## config.mk

```make
export PLATFORM = sky130hd
export DESIGN_NAME = adto_top
export DESIGN_NICKNAME = d
export VERILOG_FILES = /design/src/rtl/adto_pkg.sv /design/src/rtl/adto_edge_if.sv /design/src/rtl/adto_edge_shift.sv /design/src/rtl/adto_top.sv
export VERILOG_INCLUDE_DIRS = /design/src /design/src/rtl
export SDC_FILE = /design/constraint.sdc
export NUM_CORES = 1
export LEC_CHECK = 0
export ABC_CLOCK_PERIOD_IN_PS = 4700
export BUFFER_PORTS_ARGS = -buffer_cell sky130_fd_sc_hd__buf_4
export CAP_MARGIN = 20
export CORE_MARGIN = 10
export CORE_UTILIZATION = 55
export DETAILED_ROUTE_END_ITERATION = 12
export PLACE_DENSITY_LB_ADDON = 0.1
export SYNTH_ARGS = -nofsm -noshare
export SYNTH_HDL_FRONTEND = slang
export SYNTH_SLANG_ARGS = --single-unit
```

## constraint.sdc

```tcl
create_clock -name sys_clk_in -period 4.7 [get_ports sys_clk_in]
set_input_delay 0.235 -clock sys_clk_in [delete_from_list [all_inputs] [get_ports sys_clk_in]]
set_output_delay 0.235 -clock sys_clk_in [all_outputs]
set_load 0.005 [all_outputs]
```

## src/rtl/adto_defs.svh

```systemverilog
`ifndef ADTO_DEFS_SVH
`define ADTO_DEFS_SVH

// register indices; the byte address is four times the index
`define ADTO_IDX_THRESHOLD 8'h68
`define ADTO_IDX_EDGES_ONE_TWO 8'h69
`define ADTO_IDX_EDGES_THREE_FOUR 8'h6a
`define ADTO_IDX_SENSE_RANGE 8'h70
`define ADTO_IDX_STATUS 8'h71

// field positions inside the edge, threshold, range and status bytes
`define ADTO_UPPER_SIGN_BIT 7
`define ADTO_UPPER_SHIFT_HI 6
`define ADTO_UPPER_SHIFT_LO 4
`define ADTO_LOWER_SIGN_BIT 3
`define ADTO_LOWER_SHIFT_HI 2
`define ADTO_LOWER_SHIFT_LO 0
`define ADTO_THRESH_HI 2
`define ADTO_THRESH_LO 0
`define ADTO_RANGE_HI 1
`define ADTO_RANGE_LO 0
`define ADTO_STATUS_ACTIVE_BIT 0

// reset values
`define ADTO_RST_BYTE 8'h00
`define ADTO_RST_RANGE 2'h0

// timing: offset step and clock period in ns, cycles derived
`define ADTO_STEP_NS 5
`define ADTO_CLK_NS 5
`define ADTO_STEP_CYC (`ADTO_STEP_NS / `ADTO_CLK_NS)
`define ADTO_MAX_CODE 7
`define ADTO_BASE_CYC (`ADTO_MAX_CODE * `ADTO_STEP_CYC)
`define ADTO_LINE_DEPTH (2 * `ADTO_BASE_CYC + 1)

// threshold step per code in units of 0.1 mV for each sense range
`define ADTO_LSB_RANGE_LOW 8'h27
`define ADTO_LSB_RANGE_MID 8'h4e
`define ADTO_LSB_RANGE_HIGH 8'h9c

`endif

```

## src/rtl/adto_pkg.sv

```systemverilog
package adto_pkg;
   typedef logic [2:0] adto_shift_t;   // 3-bit offset code
   typedef logic [7:0] adto_byte_t;    // one register byte
   typedef logic [11:0] adto_sense_t;  // sensed current, 0.1 mV units
   // nominal sense range selection
   typedef enum logic [1:0] {
      ADTO_RANGE_LOW = 2'h0,
      ADTO_RANGE_MID = 2'h1,
      ADTO_RANGE_HIGH = 2'h2,
      ADTO_RANGE_SPARE = 2'h3
   } adto_range_e;
endpackage

```

## src/rtl/adto_edge_if.sv

```systemverilog
// carries one edge's settings down and its shifted edge back up
interface adto_edge_if;
   import adto_pkg::*;
   logic sign;           // 1 = advance, 0 = delay
   adto_shift_t shift;   // offset code
   logic apply;          // offsets enabled by the current gate
   logic nominal;        // nominal edge pulse
   logic shifted;        // edge pulse after shifting
   modport ctrl (output sign, output shift, output apply, output nominal, input shifted);
   modport shifter (input sign, input shift, input apply, input nominal, output shifted);
endinterface

```

## src/rtl/adto_edge_shift.sv

```systemverilog
`include "adto_defs.svh"

// moves one edge pulse by a signed number of 5 ns steps
module adto_edge_shift
   import adto_pkg::*;
(
   input wire logic sys_clk_in,
   input wire logic sys_rst_in,
   adto_edge_if.shifter edge_io
);
   logic [`ADTO_LINE_DEPTH-1:0] line;   // pulse delay line
   logic [3:0] step_cyc;                // code converted to cycles
   logic [3:0] tap;                     // selected line position
   logic shifted;                       // registered output pulse

   // each code step is one 5 ns step of the clock
   assign step_cyc = 4'(edge_io.shift * `ADTO_STEP_CYC);
   // advance cannot be causal, so every edge carries a fixed base delay and
   // a negative offset takes steps off it; changing settings while a pulse
   // is in flight may drop or double that one pulse
   assign tap = !edge_io.apply ? 4'(`ADTO_BASE_CYC) :
                edge_io.sign ? 4'(`ADTO_BASE_CYC) - step_cyc :
                4'(`ADTO_BASE_CYC) + step_cyc;
   assign edge_io.shifted = shifted;

   // delay line and tap register
   always_ff @(posedge sys_clk_in or posedge sys_rst_in) begin
      if (sys_rst_in) begin
         line <= '0;
         shifted <= 1'b0;
      end else begin
         line <= {line[`ADTO_LINE_DEPTH-2:0], edge_io.nominal};
         shifted <= line[tap];
      end
   end
endmodule

```

## src/rtl/adto_top.sv

```systemverilog
// Design decision made here: register access over Avalon-MM.
`include "adto_defs.svh"

// Behaviour
// sign bit 0 delays, 1 advances
// edge one code bits 6:4, 5 ns steps
// edge two code bits 2:0, 5 ns steps
// edge three code bits 6:4, 5 ns steps
// edge four code bits 2:0, 5 ns steps
// offsets only while sense below threshold
// 3-bit threshold code scaled by sense range
// positive delays, negative advances, 5 ns quantum
module adto_top
   import adto_pkg::*;
(
   input wire logic sys_clk_in,
   input wire logic sys_rst_in,
   input wire logic [9:0] avs_address_in,
   input wire logic avs_read_in,
   input wire logic avs_write_in,
   input wire logic [31:0] avs_writedata_in,
   input wire logic [3:0] avs_byteenable_in,
   output logic [31:0] avs_readdata_out,
   output logic avs_waitrequest_out,
   input wire logic [11:0] secondary_current_sense_in,
   input wire logic [3:0] pwm_edge_nominal_in,
   output logic [3:0] pwm_edge_out,
   output logic offsets_active_out
);
   // software registers
   adto_byte_t threshold;        // [2:0] threshold code, [7:3] spare r/w
   adto_byte_t edges_one_two;    // edge one upper nibble, edge two lower
   adto_byte_t edges_three_four; // edge three upper nibble, edge four lower
   adto_range_e sense_range;     // nominal sense range
   logic apply_active;           // gate: offsets in force
   logic [31:0] readdata;        // registered read answer
   logic waitrequest;            // registered wait request

   // bus decode
   wire logic bus_req = avs_read_in || avs_write_in;
   wire logic [7:0] bus_idx = avs_address_in[9:2];
   wire logic bus_done = bus_req && !waitrequest;   // the edge the master sees its answer
   wire logic wr_lane = bus_done && avs_write_in && avs_byteenable_in[0];
   wire logic wr_threshold = wr_lane && bus_idx == `ADTO_IDX_THRESHOLD;
   wire logic wr_one_two = wr_lane && bus_idx == `ADTO_IDX_EDGES_ONE_TWO;
   wire logic wr_three_four = wr_lane && bus_idx == `ADTO_IDX_EDGES_THREE_FOUR;
   wire logic wr_range = wr_lane && bus_idx == `ADTO_IDX_SENSE_RANGE;

   // read mux; unmapped indices read zero
   wire logic [7:0] status_byte = 8'({apply_active});
   wire logic [7:0] rd_byte =
      bus_idx == `ADTO_IDX_THRESHOLD ? threshold :
      bus_idx == `ADTO_IDX_EDGES_ONE_TWO ? edges_one_two :
      bus_idx == `ADTO_IDX_EDGES_THREE_FOUR ? edges_three_four :
      bus_idx == `ADTO_IDX_SENSE_RANGE ? 8'(sense_range) :
      bus_idx == `ADTO_IDX_STATUS ? status_byte : 8'h00;

   // threshold step follows the nominal sense range
   wire logic [7:0] thresh_lsb =
      sense_range == ADTO_RANGE_LOW ? `ADTO_LSB_RANGE_LOW :
      sense_range == ADTO_RANGE_MID ? `ADTO_LSB_RANGE_MID : `ADTO_LSB_RANGE_HIGH;
   // code zero yields zero, so offsets never apply then
   // both factors widened first: an 8-bit product would lose the top of 7 x 156
   wire logic [11:0] thresh_level =
      12'(threshold[`ADTO_THRESH_HI:`ADTO_THRESH_LO]) * 12'(thresh_lsb);
   // offsets only below the threshold
   wire logic next_apply = secondary_current_sense_in < thresh_level;

   // field split per edge: upper nibble for even edges, lower for odd
   logic [3:0] edge_sign;
   adto_shift_t edge_shift [4];
   assign edge_sign[0] = edges_one_two[`ADTO_UPPER_SIGN_BIT];
   assign edge_shift[0] = edges_one_two[`ADTO_UPPER_SHIFT_HI:`ADTO_UPPER_SHIFT_LO];
   assign edge_sign[1] = edges_one_two[`ADTO_LOWER_SIGN_BIT];
   assign edge_shift[1] = edges_one_two[`ADTO_LOWER_SHIFT_HI:`ADTO_LOWER_SHIFT_LO];
   assign edge_sign[2] = edges_three_four[`ADTO_UPPER_SIGN_BIT];
   assign edge_shift[2] = edges_three_four[`ADTO_UPPER_SHIFT_HI:`ADTO_UPPER_SHIFT_LO];
   assign edge_sign[3] = edges_three_four[`ADTO_LOWER_SIGN_BIT];
   assign edge_shift[3] = edges_three_four[`ADTO_LOWER_SHIFT_HI:`ADTO_LOWER_SHIFT_LO];

   // one shifter per edge, joined through the carrier interface
   genvar gi;
   generate
      for (gi = 0; gi < 4; gi++) begin : g_edge
         adto_edge_if edge_bus ();
         assign edge_bus.sign = edge_sign[gi];
         assign edge_bus.shift = edge_shift[gi];
         assign edge_bus.apply = apply_active;
         assign edge_bus.nominal = pwm_edge_nominal_in[gi];
         assign pwm_edge_out[gi] = edge_bus.shifted;   // flop inside the shifter
         adto_edge_shift u_shift (
            .sys_clk_in(sys_clk_in),
            .sys_rst_in(sys_rst_in),
            .edge_io(edge_bus.shifter)
         );
      end
   endgenerate

   assign avs_readdata_out = readdata;
   assign avs_waitrequest_out = waitrequest;
   assign offsets_active_out = apply_active;

   // bus handshake: one wait cycle, then a one-cycle answer
   always_ff @(posedge sys_clk_in or posedge sys_rst_in) begin
      if (sys_rst_in) begin
         waitrequest <= 1'b1;
         readdata <= '0;
      end else begin
         waitrequest <= !(bus_req && waitrequest);
         if (bus_req && waitrequest) begin
            readdata <= 32'(rd_byte);
         end
      end
   end

   // register writes take effect only at the answering edge
   always_ff @(posedge sys_clk_in or posedge sys_rst_in) begin
      if (sys_rst_in) begin
         threshold <= `ADTO_RST_BYTE;
         edges_one_two <= `ADTO_RST_BYTE;
         edges_three_four <= `ADTO_RST_BYTE;
         sense_range <= adto_range_e'(`ADTO_RST_RANGE);
      end else begin
         if (wr_threshold) threshold <= avs_writedata_in[7:0];
         if (wr_one_two) edges_one_two <= avs_writedata_in[7:0];
         if (wr_three_four) edges_three_four <= avs_writedata_in[7:0];
         if (wr_range) sense_range <= adto_range_e'(avs_writedata_in[`ADTO_RANGE_HI:`ADTO_RANGE_LO]);
      end
   end

   // threshold gate, registered so the edges see a clean level
   always_ff @(posedge sys_clk_in or posedge sys_rst_in) begin
      if (sys_rst_in) begin
         apply_active <= 1'b0;
      end else begin
         apply_active <= next_apply;
      end
   end
endmodule

```

==> impl_metrics.json <==
{
  "drive_gt1_share_pct": 22.5,
  "antenna_cells_inserted": 0,
  "cp_max_fo": 10,
  "crit_end": "offsets_active_out",
  "syn_avg_cell_area_um2": 11.5,
  "clk_pin_slew_ns": 0.10,
  "area_delta_synth_final_pct": 11.6,
  "ys_seq_area_share_pct": 48.1,
  "grt_pass1_wl_um": 17100,
  "pin_count": 104,
  "final-setup-viol-count": 0,
  "holdBufCountCts": 5,
  "drc": 0,
  "drt-wirelength-per-cell_um": 16.5,
  "drt-pass1-iter-count": 4,
  "outcome": "completed",
  "design.core.area_um2": 9240,
  "cts_resized": 0,
  "cp-end-kind": "flop",
  "synth_edf_count": 0,
  "final_net_count": 598,
  "cap_violations": 0,
  "cts_made_buffers": 9,
  "power_leakage_uw": 0.00286,
  "h-tree-depth": 3,
  "fmax_ghz": 0.259,
  "cts-root-buf": "clkbuf_8",
  "io_buffers": 50,
  "worst_slew_pin_slew_ns": 1.06,
  "reg2regPathDepth": 14,
  "crit_type": "reg2reg",
  "die_height_um": 117,
  "vdd_ir_drop_max_mv": 0.172,
  "cpMaxStageDelayCell": "dfrtp_1",
  "antenna_found_initial": 0,
  "critPathMaxStageDelay_ns": 0.49,
  "postSynthCellCount": 454,
  "die_x_um": 117,
  "via_count": 3401,
  "dp_hpwl_um": 7920,
  "finalHoldViolations": 0,
  "crit_chain": "nor2b_1 -> nor2b_1 -> fa_1 -> ha_1 -> fa_1 -> a21o_1 -> a21oi_1 -> o21bai_1 -> a21oi_1 -> xor2_1 -> ha_1 -> a21o_1 -> a211o_1 -> a41oi_1",
  "hold_path.class": "in2reg",
  "timing.rr.end": "offsets_active_out",
  "synthAdderAreaFrac_pct": 8.46,
  "cts_buffer_depth": 2,
  "p_total_uw": 1630,
  "clk_latency_ns": 0.36,
  "synth_top_family_by_area": "multiplexers",
  "final_core_util_pct": 62.9,
  "ys_ff_latch": 100,
  "pwr_density_cell_nw_per_um2": 280,
  "first_iter_violations": 143,
  "synth_area_um2": 5210,
  "worstSetupStartpointType": "flop",
  "synth-compound-area-share_pct": 9.64,
  "crit_required_ns": 4.97,
  "synth.distinct_cells": 67,
  "post_cts_buffers": 0,
  "grt_usage_pct": 15.9,
  "worstReg2RegStart": "sense_range[1]",
  "fin_crit_sh_pct": 82.1,
  "relSlewSlack_pct": 29.3,
  "crit_start": "sense_range[1]",
  "gp_congestion": 0.833,
  "synthMuxAreaShare_pct": 13.4,
  "reg2reg_slack_ns": 0.84,
  "grt_max_degree": 52,
  "yosys_warnings": 0,
  "synthArstFlopShare_pct": 100,
  "grt_pass1_vias": 3515,
  "fin_skew_ns": 0.00762,
  "placed_area_um2": 5540,
  "start_util_pct": 56.3,
  "viasPerCell": 5.36,
  "synth_xor_area_share_pct": 1.51,
  "rsz0062_at_grt": "no",
  "cts_tree": "yes",
  "antenna_left": 0,
  "yosys.area_share.simple_pct": 11.1,
  "clock_sinks": 100,
  "fin_setup_tns_ns": 0,
  "design_area_um2": 5810,
  "ys.flop_type": "dfrtp_1",
  "gr-total-overflow": 0,
  "routed_wl_um": 10500,
  "fin_crit_ns": 3.86,
  "rows": 35,
  "critPathArrivalTime_ns": 4.13,
  "report.final.slew_viol_count": 0,
  "dieArea_um2": 13800
}
cell usage in the layout, fill, tap and decap left out, drive strengths merged, types with 3 or more instances in the layout:
cell type     n
xor2          6
nand3         4
fa            7
clkbuf       10
a21o          6
mux2i        23
nand3b        3
mux2         32
ha           24
o21ai        21
o21a          3
nor4          4
buf          52
inv          30
nor3          8
and2          3
nand4         4
a211o         3
conb         24
nand2b        6
a21oi        23
nand2        29
xnor2         3
nor2         20
dfrtp        99
dlygate4sd3   5
a31oi         3
nor2b        10
a22oi         3
mux4          4
cell usage after synthesis, drive strengths merged, types with 3 or more instances:
| cell | n | area share, % |
|---|---|---|
| dfrtp | 99 | 48 |
| buf | 34 | 5.1 |
| mux2 | 32 | 7.1 |
| nand2 | 29 | 2.3 |
| inv | 27 | 1.9 |
| ha | 24 | 5.8 |
| a21oi | 23 | 2.2 |
| mux2i | 23 | 4.4 |
| o21ai | 21 | 2.0 |
| nor2 | 20 | 1.5 |
| clkbuf | 10 | 0.79 |
| nor2b | 10 | 1.2 |
| nor3 | 8 | 0.77 |
| fa | 7 | 2.7 |
| a21o | 6 | 0.87 |
| nand2b | 6 | 0.87 |
| xor2 | 6 | 1.0 |
| mux4 | 4 | 1.9 |
| nand3 | 4 | 0.58 |
| nand4 | 4 | 0.48 |
| nor4 | 4 | 0.48 |
| a211o | 3 | 0.50 |
| a22oi | 3 | 0.43 |
| a31oi | 3 | 0.36 |
| and2 | 3 | 0.36 |
| nand3b | 3 | 0.58 |
| o21a | 3 | 0.43 |
| xnor2 | 3 | 0.50 |
registers in the layout, summed over array words and instances, names as in the netlist:
register	flops
avs_readdata_out	8
avs_waitrequest_out	1
edges_one_two	8
edges_three_four	8
g_edge.u_shift.edge_io.shifted	4
g_edge.u_shift.line	60
offsets_active_out	1
sense_range	2
threshold	8
kinds of logic after synthesis:
kind of cell,count (synthesis)
AND/OR/NAND/NOR,103
flip-flops,100
AO/OA/AOI/OAI,80
buffers and inverters,71
multiplexers,59
adder cells (fa/ha/maj),31
XOR/XNOR,9
other,1
per-layer routing:
metal,GRT usage [%],vias to the layer above,wire (um)
met4,5.27,0,167
met3,3.72,15,625
met5,0,-,0
met2,26.3,73,4970
li1,-,1642,-
met1,20.0,1671,4700
worst min-delay path by stage:
stage | from | end | slack [ns] | depth (start not counted)
after floorplan | pwm_edge_nominal_in[0] | g_edge[0].u_shift.line[0] | 0.27 | 0
after global placement | sys_rst_in | g_edge[3].u_shift.line[0] | 0.34 | 2
after detailed placement | sys_rst_in | g_edge[3].u_shift.line[0] | 0.35 | 2
after CTS | avs_writedata_in[6] | edges_one_two[6] | 0.11 | 2
after global routing | avs_writedata_in[6] | edges_one_two[6] | 0.11 | 2
final | avs_writedata_in[7] | edges_one_two[7] | 0.12 | 2
critical path: cells and delay by family, from the launching register on:
kind | cells | cell delay (ns)
AO/OA/AOI/OAI | 7 | 1.35
adder cells (fa/ha/maj) | 4 | 1.29
AND/OR/NAND/NOR | 2 | 0.54
flip-flops | 1 | 0.49
XOR/XNOR | 1 | 0.09
area by class of cell:
type                    count  area [um^2]
fillers                   734         3430
flip-flops and latches    100         2500
multi-input cells         306         2380
repair buffers             57          440
well taps                 129          161
clock buffers              10          138
inverters                  27          104
clock inverters             6         78.8
where the power goes:
part	switching, uW	leakage, uW	internal, uW
combinational	66.1	0.00151	58.7
clock	313	0.000111	272
sequential	25.2	0.00124	893
total	404	0.00286	1220
per-stage QoR:
| step | hold WS, ns | std cells | worst slack, ns |
|---|---|---|---|
| 6_report | 0.120 | 635 | 0.844 |
| 5_1_grt | 0.110 | 635 | 0.525 |
| 4_1_cts | 0.113 | 635 | 0.801 |
| 3_5_place_dp | 0.346 | 614 | 0.797 |
| 3_3_place_gp | 0.344 | 614 | 0.957 |
| 2_1_floorplan | 0.266 | 477 | 1.14 |
Power figures use the tool's default switching activity.
